--- config.mk ---
export PLATFORM = sky130hd
export DESIGN_NAME = memory_address_decoder
export DESIGN_NICKNAME = d
export VERILOG_FILES = /design/src/hdl/addr_decode_pkg.sv /design/src/hdl/memory_address_decoder.sv /design/src/hdl/addr_region_map.sv /design/src/hdl/axil_reg_slave.sv
export SDC_FILE = /design/constraint.sdc
export NUM_CORES = 1
export LEC_CHECK = 0
export ABC_AREA = 1
export BUFFER_PORTS_ARGS = -buffer_cell sky130_fd_sc_hd__buf_2
export CORE_AREA = 2 2 125 151
export CTS_BUF_LIST = sky130_fd_sc_hd__clkbuf_16
export CTS_CLUSTER_SIZE = 30
export DETAILED_ROUTE_END_ITERATION = 12
export DIE_AREA = 0 0 127 153
export PLACE_DENSITY = 0.65
export SLEW_MARGIN = 20
export SYNTH_ARGS = -nofsm -noshare
export SYNTH_HDL_FRONTEND = slang
export SYNTH_SLANG_ARGS = --single-unit
--- constraint.sdc ---
create_clock -name mclk -period 2 [get_ports mclk]
set_input_delay 0 -clock mclk [delete_from_list [all_inputs] [get_ports mclk]]
set_output_delay 0 -clock mclk [all_outputs]
set_load 0.005 [all_outputs]
--- src/hdl/addr_decode_pkg.sv ---
// Constants, types and the address map of the memory address decoder.
// Assumes one core bus clock and a synchronous active-low system reset.
package addr_decode_pkg;

  // ****************************************************************
  // Address map of the core bus.
  // ****************************************************************
  localparam logic [15:0] IO_END = 16'h005F;
  localparam logic [15:0] IO_HOLE = 16'h0003;
  localparam logic [15:0] PORT_LAST = 16'h0004;
  localparam logic [15:0] RAM_BASE = 16'h0060;
  localparam logic [15:0] RAM_END = 16'h015F;
  localparam logic [15:0] GAP_END = 16'hDFFF;
  localparam logic [15:0] FLASH_BASE = 16'hE000;
  localparam logic [15:0] FLASH_END = 16'hFDFF;
  localparam logic [15:0] SYS_BASE = 16'hFE00;
  localparam logic [15:0] SYS_END = 16'hFE0F;
  localparam logic [15:0] ROM_BASE = 16'hFE10;
  localparam logic [15:0] ROM_END = 16'hFF48;
  localparam logic [15:0] ROM_GAP_END = 16'hFF7D;
  localparam logic [15:0] FPROT_ADDR = 16'hFF7E;
  localparam logic [15:0] FPROT_GAP_END = 16'hFFD1;
  localparam logic [15:0] VECT_BASE = 16'hFFD2;
  localparam logic [15:0] TOP_ADDR = 16'hFFFF;

  // ****************************************************************
  // Local port registers: index on both buses (status on the register bus only), masks, reset values.
  // ****************************************************************
  localparam logic [7:0] PORT_A_IDX = 8'h00;
  localparam logic [7:0] PORT_B_IDX = 8'h01;
  localparam logic [7:0] PORT_C_IDX = 8'h02;
  localparam logic [7:0] DIR_A_IDX = 8'h04;
  localparam logic [7:0] STATUS_IDX = 8'h10;
  localparam logic [7:0] PORT_AB_MASK = 8'h7F;
  localparam logic [7:0] PORT_C_MASK = 8'h03;
  localparam logic [7:0] DIR_A_RESET = 8'h00;
  localparam logic [15:0] COUNT_MAX = 16'hFFFF;
  localparam logic [1:0] RESP_OKAY = 2'h0;
  localparam logic [1:0] RESP_SLVERR = 2'h2;

  typedef enum logic [3:0] {
    R_IDLE, R_IO, R_PORT, R_RAM, R_FLASH, R_SYS, R_ROM, R_FPROT,
    R_VECT, R_WDOG, R_RSVD, R_UNIMPL
  } region_e;

  typedef struct packed {
    logic [15:0] addr;
    logic rd;
    logic wr;
    logic [7:0] wdata;
  } cpu_req_s;

  typedef struct packed {
    region_e region;
    logic [15:0] addr;
    logic rd;
    logic wr;
    logic [7:0] wdata;
  } mem_req_s;

endpackage : addr_decode_pkg

--- src/hdl/memory_address_decoder.sv ---
// Address decoder of the core bus with the local port registers.
// Assumes the core presents address and strobes for one clock per access
// and that the selected memories answer the forwarded request themselves.
`timescale 1ns/1ps
module memory_address_decoder import addr_decode_pkg::*; (
  input wire logic mclk,
  input wire logic rst_n,
  input cpu_req_s cpu,
  output logic [7:0] cpu_rdata,
  output mem_req_s mem_req,
  output logic illegal_reset_req,
  input wire logic [6:0] pta_in,
  output logic [6:0] pta_out,
  output logic [6:0] pta_oe_n,
  output logic [6:0] ptb_out,
  output logic [1:0] ptc_out,
  input wire logic [7:0] awaddr,
  input wire logic awvalid,
  output logic awready,
  input wire logic [31:0] wdata,
  input wire logic [3:0] wstrb,
  input wire logic wvalid,
  output logic wready,
  output logic [1:0] bresp,
  output logic bvalid,
  input wire logic bready,
  input wire logic [7:0] araddr,
  input wire logic arvalid,
  output logic arready,
  output logic [31:0] rdata,
  output logic [1:0] rresp,
  output logic rvalid,
  input wire logic rready
);

  // ****************************************************************
  // Decode of the core access.
  // ****************************************************************
  logic access;
  region_e region;

  assign access = cpu.rd || cpu.wr;

  addr_region_map u_map (
    .addr(cpu.addr),
    .wr(cpu.wr),
    .region(region)
  );

  // ****************************************************************
  // Register bus.
  // ****************************************************************
  logic reg_wr_en;
  logic [5:0] reg_wr_idx;
  logic [7:0] reg_wr_data;
  logic reg_wr_err;
  logic [5:0] reg_rd_idx;
  logic [31:0] reg_rd_data;
  logic reg_rd_err;

  axil_reg_slave u_bus (
    .mclk(mclk),
    .rst_n(rst_n),
    .awaddr(awaddr),
    .awvalid(awvalid),
    .awready(awready),
    .wdata(wdata),
    .wstrb(wstrb),
    .wvalid(wvalid),
    .wready(wready),
    .bresp(bresp),
    .bvalid(bvalid),
    .bready(bready),
    .araddr(araddr),
    .arvalid(arvalid),
    .arready(arready),
    .rdata(rdata),
    .rresp(rresp),
    .rvalid(rvalid),
    .rready(rready),
    .wr_en(reg_wr_en),
    .wr_idx(reg_wr_idx),
    .wr_data(reg_wr_data),
    .wr_err(reg_wr_err),
    .rd_idx(reg_rd_idx),
    .rd_data(reg_rd_data),
    .rd_err(reg_rd_err)
  );

  // ****************************************************************
  // Port registers.
  // ****************************************************************
  logic [7:0] port_a;
  logic [7:0] port_b;
  logic [7:0] port_c;
  logic [7:0] dir_a;
  logic [15:0] illegal_count;
  logic [15:0] last_illegal_addr;
  logic [7:0] bus_idx_wr;
  logic [7:0] bus_idx_rd;
  logic w_en;
  logic [7:0] w_idx;
  logic [7:0] w_data;
  logic status_clear;
  logic illegal_hit;

  assign bus_idx_wr = {2'b00, reg_wr_idx};
  assign bus_idx_rd = {2'b00, reg_rd_idx};
  assign illegal_hit = access && (region == R_UNIMPL);

  function automatic logic is_port(input logic [7:0] idx);
    is_port = (idx == PORT_A_IDX) || (idx == PORT_B_IDX) ||
              (idx == PORT_C_IDX) || (idx == DIR_A_IDX);
  endfunction : is_port

  // Reads only select a value; no register moves on a read.
  function automatic logic [7:0] port_read(input logic [7:0] idx);
    logic [7:0] pins;
    pins = {1'b0, pta_in};
    port_read = 8'h00;
    if (idx == PORT_A_IDX) begin
      port_read = ((port_a & dir_a) | (pins & ~dir_a)) & PORT_AB_MASK;
    end else if (idx == PORT_B_IDX) begin
      port_read = port_b & PORT_AB_MASK;
    end else if (idx == PORT_C_IDX) begin
      port_read = port_c & PORT_C_MASK;
    end else if (idx == DIR_A_IDX) begin
      port_read = dir_a & PORT_AB_MASK;
    end
  endfunction : port_read

  assign reg_wr_err = !is_port(bus_idx_wr) && (bus_idx_wr != STATUS_IDX);
  assign reg_rd_err = !is_port(bus_idx_rd) && (bus_idx_rd != STATUS_IDX);
  assign reg_rd_data = (bus_idx_rd == STATUS_IDX) ?
                       {illegal_count, last_illegal_addr} :
                       {24'h000000, port_read(bus_idx_rd)};
  assign status_clear = reg_wr_en && (bus_idx_wr == STATUS_IDX);

  // The core wins a same-cycle collision; the bus write is then lost.
  always_comb begin
    w_en = 1'b0;
    w_idx = 8'h00;
    w_data = 8'h00;
    if (cpu.wr && (region == R_PORT)) begin
      w_en = 1'b1;
      w_idx = cpu.addr[7:0];
      w_data = cpu.wdata;
    end else if (reg_wr_en && is_port(bus_idx_wr)) begin
      w_en = 1'b1;
      w_idx = bus_idx_wr;
      w_data = reg_wr_data;
    end
  end

  // Data latches have no reset so their contents survive it.
  always_ff @(posedge mclk) begin
    if (w_en && (w_idx == PORT_A_IDX)) port_a <= w_data & PORT_AB_MASK;
    if (w_en && (w_idx == PORT_B_IDX)) port_b <= w_data & PORT_AB_MASK;
    if (w_en && (w_idx == PORT_C_IDX)) port_c <= w_data & PORT_C_MASK;
  end

  always_ff @(posedge mclk) begin
    if (!rst_n) begin
      dir_a <= DIR_A_RESET;
    end else if (w_en && (w_idx == DIR_A_IDX)) begin
      dir_a <= w_data & PORT_AB_MASK;
    end
  end

  // ****************************************************************
  // Pin drive.
  // ****************************************************************
  always_ff @(posedge mclk) begin
    if (!rst_n) begin
      pta_out <= '0;
      pta_oe_n <= '1;
      ptb_out <= '0;
      ptc_out <= '0;
    end else begin
      pta_out <= port_a[6:0];
      pta_oe_n <= ~dir_a[6:0];
      ptb_out <= port_b[6:0];
      ptc_out <= port_c[1:0];
    end
  end

  // ****************************************************************
  // Forwarded request, read data and illegal-address reset.
  // ****************************************************************
  always_ff @(posedge mclk) begin
    if (!rst_n) begin
      mem_req <= '0;
    end else begin
      mem_req.region <= access ? region : R_IDLE;
      mem_req.addr <= cpu.addr;
      mem_req.rd <= cpu.rd;
      mem_req.wr <= cpu.wr;
      mem_req.wdata <= cpu.wdata;
    end
  end

  always_ff @(posedge mclk) begin
    if (!rst_n) begin
      cpu_rdata <= 8'h00;
    end else if (cpu.rd && (region == R_PORT)) begin
      cpu_rdata <= port_read(cpu.addr[7:0]);
    end else begin
      cpu_rdata <= 8'h00;
    end
  end

  always_ff @(posedge mclk) begin
    if (!rst_n) begin
      illegal_reset_req <= 1'b0;
    end else begin
      illegal_reset_req <= illegal_hit;
    end
  end

  // A clear in the same cycle as a new event restarts the count at one.
  always_ff @(posedge mclk) begin
    if (!rst_n) begin
      illegal_count <= '0;
      last_illegal_addr <= '0;
    end else if (illegal_hit) begin
      last_illegal_addr <= cpu.addr;
      if (status_clear) illegal_count <= 16'h0001;
      else if (illegal_count != COUNT_MAX)
        illegal_count <= illegal_count + 16'h0001;
    end else if (status_clear) begin
      illegal_count <= '0;
    end
  end
endmodule : memory_address_decoder

--- src/hdl/addr_region_map.sv ---
// Combinational map from a core address to the region it selects.
// Assumes the address is stable for the whole bus cycle.
`timescale 1ns/1ps
module addr_region_map import addr_decode_pkg::*; (
  input wire logic [15:0] addr,
  input wire logic wr,
  output region_e region
);

  always_comb begin
    region = R_UNIMPL;
    if (addr <= IO_END) begin
      if (addr == IO_HOLE) region = R_UNIMPL;
      else if (addr <= PORT_LAST) region = R_PORT;
      else region = R_IO;
    end else if (addr <= RAM_END) begin
      region = R_RAM;
    end else if (addr <= GAP_END) begin
      region = R_UNIMPL;
    end else if (addr <= FLASH_END) begin
      region = R_FLASH;
    end else if (addr <= SYS_END) begin
      unique case (addr[3:0])
        4'h9, 4'hB: region = R_UNIMPL;
        4'h2, 4'h4, 4'h5, 4'h6, 4'h7, 4'hA: region = R_RSVD;
        default: region = R_SYS;
      endcase
    end else if (addr <= ROM_END) begin
      region = R_ROM;
    end else if (addr <= ROM_GAP_END) begin
      region = R_UNIMPL;
    end else if (addr == FPROT_ADDR) begin
      region = R_FPROT;
    end else if (addr <= FPROT_GAP_END) begin
      region = R_UNIMPL;
    end else if (addr == TOP_ADDR) begin
      region = wr ? R_WDOG : R_VECT;
    end else begin
      region = R_VECT;
    end
  end

endmodule : addr_region_map

--- src/hdl/axil_reg_slave.sv ---
// AXI4-Lite slave that turns bus transfers into register strobes.
// Assumes the master keeps one write and one read under way at most.
`timescale 1ns/1ps
module axil_reg_slave import addr_decode_pkg::*; (
  input wire logic mclk,
  input wire logic rst_n,
  input wire logic [7:0] awaddr,
  input wire logic awvalid,
  output logic awready,
  input wire logic [31:0] wdata,
  input wire logic [3:0] wstrb,
  input wire logic wvalid,
  output logic wready,
  output logic [1:0] bresp,
  output logic bvalid,
  input wire logic bready,
  input wire logic [7:0] araddr,
  input wire logic arvalid,
  output logic arready,
  output logic [31:0] rdata,
  output logic [1:0] rresp,
  output logic rvalid,
  input wire logic rready,
  output logic wr_en,
  output logic [5:0] wr_idx,
  output logic [7:0] wr_data,
  input wire logic wr_err,
  output logic [5:0] rd_idx,
  input wire logic [31:0] rd_data,
  input wire logic rd_err
);

  logic wr_lane;
  logic wr_issue;
  logic rd_issue;

  // A write issues once address and data are both held.
  assign wr_issue = !awready && !wready && !bvalid;
  assign wr_en = wr_issue && wr_lane;
  assign rd_issue = !arready && !rvalid;

  always_ff @(posedge mclk) begin
    if (!rst_n) begin
      awready <= 1'b1;
      wr_idx <= '0;
    end else if (awvalid && awready) begin
      awready <= 1'b0;
      wr_idx <= awaddr[7:2];
    end else if (wr_issue) begin
      awready <= 1'b1;
    end
  end

  always_ff @(posedge mclk) begin
    if (!rst_n) begin
      wready <= 1'b1;
      wr_data <= '0;
      wr_lane <= 1'b0;
    end else if (wvalid && wready) begin
      wready <= 1'b0;
      wr_data <= wdata[7:0];
      wr_lane <= wstrb[0];
    end else if (wr_issue) begin
      wready <= 1'b1;
    end
  end

  always_ff @(posedge mclk) begin
    if (!rst_n) begin
      bvalid <= 1'b0;
      bresp <= RESP_OKAY;
    end else if (wr_issue) begin
      bvalid <= 1'b1;
      bresp <= wr_err ? RESP_SLVERR : RESP_OKAY;
    end else if (bready) begin
      bvalid <= 1'b0;
    end
  end

  always_ff @(posedge mclk) begin
    if (!rst_n) begin
      arready <= 1'b1;
      rd_idx <= '0;
    end else if (arvalid && arready) begin
      arready <= 1'b0;
      rd_idx <= araddr[7:2];
    end else if (rvalid && rready) begin
      arready <= 1'b1;
    end
  end

  always_ff @(posedge mclk) begin
    if (!rst_n) begin
      rvalid <= 1'b0;
      rdata <= '0;
      rresp <= RESP_OKAY;
    end else if (rd_issue) begin
      rvalid <= 1'b1;
      rdata <= rd_err ? '0 : rd_data;
      rresp <= rd_err ? RESP_SLVERR : RESP_OKAY;
    end else if (rready) begin
      rvalid <= 1'b0;
    end
  end

endmodule : axil_reg_slave

# Yosys cells after proc, flatten, opt, wreduce, memory -nomap -nowiden
# Memories as Yosys holds them, arrays and structs flattened.
# Index checks and enable logic that the tools add are counted.
[totals]
latch_bits = 0
n_memories = 1
mem_bits_ro = 64
mem_bits_rw = 0
in_bits = 92
regBits = 178
output_inout_bits = 103
elab_cells = 162
[mem_list]
columns = ["memory", "depth", "width", "read_ports", "rd_clocked_by_memory_dff", "wr", "line_no", "source"]
rows = [
  ["(name not given)", 16, 4, 1, 0, 0, "addr_region_map.sv:23", "unique case (addr[3:0])"],
]
[op_classes]
n_div = 0
n_bitwise = 7
reduce_logical = 48
n_shift = 0
order_cmp = 9
add_sub_neg = 1
mux = 44
n_eq_ne = 22
mul = 0
[ops]
columns = ["cell", "n"]
rows = [
  ["less-or-equal comparator 16 bit, second input constant", 6],
  ["two-way mux 7 bit", 10],
  ["two-way mux 16 bit", 4],
  ["two-way mux 32 bit", 2],
  ["two-way mux 4 bit", 11],
  ["equality test 16 bit, second input constant", 2],
  ["zero test 8 bit", 4],
  ["logical AND 1 bit", 19],
  ["adder 16 x 1 -> 16 bit, second input constant", 1],
  ["equality test 16 x 2 -> 1 bit, second input constant", 1],
  ["equality test 8 x 1 -> 1 bit, second input constant", 2],
  ["equality test 8 x 2 -> 1 bit, second input constant", 2],
  ["equality test 8 x 3 -> 1 bit, second input constant", 2],
  ["less-or-equal comparator 16 x 3 -> 1 bit, second input constant", 1],
  ["less-or-equal comparator 16 x 7 -> 1 bit, second input constant", 1],
  ["less-or-equal comparator 16 x 9 -> 1 bit, second input constant", 1],
  ["!= test 16 bit, second input constant", 1],
  ["bitwise AND 7 bit", 2],
  ["NOT 7 bit", 2],
  ["nonzero test 2 bit", 7],
  ["equality test 6 x 1 -> 1 bit, second input constant", 2],
  ["equality test 6 x 2 -> 1 bit, second input constant", 2],
  ["equality test 6 x 3 -> 1 bit, second input constant", 2],
  ["equality test 6 x 5 -> 1 bit, second input constant", 2],
  ["other kinds (13)", 42],
]

# Longest topological paths before layout
[depth]
depth_word = 16
ltp_mapped = 18
mapped_depth_nobuf = 17

# Hierarchy
# From an unflattened synthesis, not the netlist that was laid out.
[unflattened]
cells_unflattened = 1154
hier_area_um2 = 8007.7
[by_module_without_submodules]
columns = ["mod", "area_each_um2", "cells_per_inst", "seq_area_each_um2", "instances"]
rows = [
  ["memory_address_decoder", 5036.1, 691, 2482.4, 1],
  ["axil_reg_slave", 2502.4, 364, 1201.2, 1],
  ["addr_region_map", 469.2, 99, 0.0, 1],
]

# Worst setup path before layout
# OpenSTA, ideal clock, no wires.
[synth_timing]
path_kind = "in2reg"
start = "input cpu[12] (netlist name)"
end = "register port_a[0], enable pin"
slack_ps = 111
t_arrival_ps = 1529
setup_ps = 360
required_ps = 1640
n_path_buf = 1
cell_stages = 9
path_cell_list = "buf_4 -> nand2_1 -> nor3_1 -> nand2_1 -> a21boi_2 -> nand3_2 -> o21ai_4 -> o211ai_1 -> nor2_1"
[synth_via]
elab_chain_cells = 16
elab_cells_between_ends = 31
cone_classes = "order compare: 9; eq/ne: 4; mux: 14; reduce/logical: 3; memory: 1"
[synth_lines]
columns = ["item", "line_no", "source"]
rows = [
  ["start, declared", "memory_address_decoder.sv:8", "input cpu_req_s cpu,"],
  ["branches (longest 15 deep; another with less-or-equal comparator 16 bit)", "n/a", ""],
  ["logical AND 1 bit *", "memory_address_decoder.sv:157", "if (w_en && (w_idx == PORT_A_IDX)) port_a <= w_data & PORT_AB_MASK;"],
  ["end signal, assigned", "memory_address_decoder.sv:157", ""],
  ["end, declared", "memory_address_decoder.sv:93", "logic [7:0] port_a;"],
]
# Mark *: on every way between the ends.
# A chain may end at the register's enable or synchronous reset.

# Final worst setup path
[layout_timing]
start = "input cpu[11] (netlist name)"
end = "register last_illegal_addr[0]"
[layout_via]
elab_chain_cells = 13
elab_cells_between_ends = 27
cone_classes = "order compare: 9; eq/ne: 4; mux: 12; reduce/logical: 1; memory: 1"
[layout_lines]
columns = ["item", "line_no", "source"]
rows = [
  ["branches (longest 10 deep; another with less-or-equal comparator 16 bit)", "n/a", ""],
  ["two-way mux 4 bit *", "addr_region_map.sv:12", "if (addr <= IO_END) begin"],
  ["equality test 4 bit *", "memory_address_decoder.sv:109", "assign illegal_hit = access && (region == R_UNIMPL);"],
  ["logical AND 1 bit *", "memory_address_decoder.sv:109", ""],
  ["end signal, assigned", "memory_address_decoder.sv:226", "last_illegal_addr <= cpu.addr;"],
  ["end, declared", "memory_address_decoder.sv:98", "logic [15:0] last_illegal_addr;"],
]
# Marked as above.

==> results_dict.tcl <==
set metrics [dict create \
    first_pass_iters 5 \
    clock_sinks 175 \
    reg2regPathDepth 8 \
    worstSetupPathType "input port to flop" \
    startpoint "cpu[11]" \
    clk_latency_ps 420 \
    synth-warning-count 0 \
    swShare_pct 25.79 \
    hold_viol 4 \
    cts.path.max_buffers 2 \
    diodes 0 \
    max-cap-violations 0 \
    crit-reg2reg-launch "u_bus.wr_idx[3]" \
    drt-total-wl_um 20280 \
    synth-seq-cells 175 \
    syn_area_mm2 0.007088 \
    io_pins 195 \
    num_vias 6853 \
    cp.arrival_ps 2240 \
    p_clk_share_pct 39.6 \
    hold-worst-slack_ps -25.04 \
    fin_crit_sh_pct 94.62 \
    grt_use_total_pct 20.11 \
    synth.distinct_cells 50 \
    reg2reg_slack_ps 170 \
    antenna_found_initial 0 \
    hold_path_depth 4 \
    skew_ps 8.813 \
    setup_viol 0 \
    drive_above_1_share_pct 27.03 \
    die_y_um 153 \
    syn_avg_cell_area_um2 7.955 \
    p_per_area_mw_per_mm2 815.6 \
    synthArstFlopShare_pct 0 \
    overflow 0 \
    drc_errors 0 \
    synth_top_area_cell "dfxtp_1" \
    comb_power_share_pct 12.9 \
    core_area_mm2 0.01797 \
    yosysMostFrequentCell "nand2_1" \
    synth_common_cells "198 x nand2_1, 159 x dfxtp_1, 102 x inv_1" \
    outcome "finished with violations" \
    switchingPower_mw 2.073 \
    htreeDepth 4 \
    p_leak_nw 4.544 \
    holdCritStartpoint "cpu[24]" \
    start_util_pct 39.44 \
    relSlewSlack_pct 52.16 \
    final_area_mm2 0.009854 \
    multi_input_area_mm2 0.003009 \
    ys_top_cells_by_area "dfxtp_1 45%, nand2_1 10%, edfxtp_1 6.8%" \
    ys_seq_area_share_pct 51.69 \
    hold_path_class "input port to flop" \
    dieArea_mm2 0.01943 \
    holdPathEnd "last_illegal_addr[14]" \
    cp_data_required_time_ps 2350 \
    place.gp.congestion 0.8820 \
    register_area_mm2 0.003665 \
    cts_tree "built" \
    grt_max_degree 53 \
    place_ws_ps 13.39 \
    intPower_mw 5.965 \
    fmax_mhz 528.4 \
    grt_pass1_vias 6419 \
    die_x_um 127 \
    dpl_cell_area_mm2 0.008397 \
    min_period_ps 1892 \
    synth_edf_count 16 \
    cts-buffers-inserted 17 \
    cp-start-kind "input port" \
    drtIter0Drc 386 \
    rows 54 \
    finalPower_mw 8.038 \
    viasPerCell 4.920 \
    synth_top_area_share_pct 44.91 \
    crit_path_end_kind "flop" \
    crit_fanout 7 \
    tightest_slew_ps 714.9 \
    fin_nets 1250 \
    pwr-share-seq_pct 47.5 \
    r2r_end "dir_a[1]" \
    clockRootBuffer "clkbuf_16" \
    layout_setup_ws_ps 107.5 \
    finalMaxSlewViolations 0 \
    portBuffers 159 \
    ant_nets 0 \
    vdd_drop_max_mv 0.6034 \
    synth_top_flop_cell "dfxtp_1" \
    area_growth_pct 39.03 \
    n_fill_cell 1661 \
    wl_per_cell_um 14.56 \
    clk_pin_slew_ps 70 \
    hpwlAfterDp_um 14230 \
    final_core_util_pct 54.83 \
    violations "negative hold slack" \
    grt_pass1_wl_um 31120 \
    synth_cells 891 \
]
==> cells in the final DEF, fill, tap and decap left out, types with 3 or more instances in the layout <==
cell type / Yosys / final
nand3_2: 2 / 3
buf_6: 1 / 9
dfxtp_1: 159 / 158
inv_2: 7 / 9
clkinv_1: 3 / 3
nor2_4: 3 / 9
conb_1: 1 / 3
inv_6: 0 / 3
nor2_1: 73 / 66
mux2i_1: 7 / 7
edfxtp_1: 16 / 16
buf_2: 2 / 156
nor3_2: 3 / 3
o21ai_0: 74 / 70
o21ai_1: 18 / 22
o22ai_2: 4 / 3
clkbuf_16: 0 / 18
a21oi_1: 75 / 74
inv_1: 102 / 101
xor2_1: 4 / 4
a221oi_1: 5 / 5
dlygate4sd3_1: 0 / 58
clkinvlp_4: 0 / 6
buf_4: 5 / 54
a31oi_1: 4 / 4
nor3_1: 7 / 6
o2111ai_1: 5 / 5
nand2_4: 0 / 5
nand2_1: 198 / 192
nand3_1: 31 / 29
o211ai_1: 8 / 8
nand4_1: 7 / 7
nor2_2: 5 / 7
nand2_2: 9 / 9
==> how the worst max path moves through the flow <==
stage | endpoint | slack, ps | depth (start not counted)
3_3_place_gp | port_a[1] | 70 | 12
3_5_place_dp | port_a[5] | 10 | 12
6_report | last_illegal_addr[0] | 110 | 19
2_1_floorplan | port_a[0] | 110 | 9
5_1_grt | last_illegal_addr[0] | -20 | 19
4_1_cts | last_illegal_addr[0] | 30 | 18
==> critical path: stages <==
cell and delay [ps]:
dlygate4sd3_1 530, buf_4 150, buf_4 160, nand2_2 80, nand3_1 70, nand2_1 70, nand3_1 70, nand2_1 50
clkinv_1 60, nand2_1 60, nand2_2 80, nand2_4 70, nand2_4 90, nand2_2 60, nor2_4 160, buf_8 140
buf_4 140, o21ai_1 60, a21oi_1 130
==> metrics by stage <==
step / hold WS (ps) / TNS, ps / cells
3_5_place_dp: 189.4 / 0 / 1291
2_1_floorplan: 93.45 / 0 / 893
3_3_place_gp: 180.0 / 0 / 1291
4_1_cts: 9.101 / 0 / 1381
5_1_grt: -4.852 / -36.82 / 1393
6_report: -25.04 / 0 / 1393
==> cell families after synthesis <==
logic type,Yosys count,share of synthesized area (%)
adder cells (fa/ha/maj),1,0.1765
AND/OR/NAND/NOR,347,21.45
XOR/XNOR,6,0.7414
other,1,0.05291
AO/OA/AOI/OAI,206,16.63
buffers and inverters,148,8.279
flip-flops,175,51.69
multiplexers,7,0.9886
==> cell type report <==
class,instances,area share [%]
sequential,175,37.19
clock inverter,13,1.194
tap,224,2.844
timing repair buffer,279,19.31
multi-input combinational,571,30.54
inverter,113,4.355
clock buffer,18,4.571
==> registers in the layout, summed over array words and instances, names as in the netlist, 16 cells and up <==
register / cells
last_illegal_addr: 16
mem_req: 30
u_bus.rdata: 32
illegal_count: 16
==> what timing repair did <==
action,in CTS,in global routing
hold buffers,59,5
gates resized for setup,0,61
endpoints found under the setup margin,0,50
endpoints found under the hold margin,79,5
setup buffers,0,12
==> layer usage <==
metal / share of wire [%] / track usage [%] / vias up / routed length [um]
met5: 0 / 0 / - / 0
met4: 3.2 / 9.367 / 0 / 639
met3: 4.7 / 4.200 / 46 / 961
met2: 51 / 35.54 / 223 / 10370
met1: 41 / 23.11 / 3124 / 8308
li1: - / - / 3460 / -
==> power by group through the flow <==
stage	Combinational (mW)	Clock, mW	Sequential [mW]
2_1_floorplan	0.464	0	3.89
3_3_place_gp	0.836	0	3.89
3_5_place_dp	0.845	0	3.89
4_1_cts	0.941	3.23	3.82
5_1_grt	1.14	3.37	3.84
6_report	1.04	3.18	3.82
No activity file was read; power rests on OpenSTA's default activity.
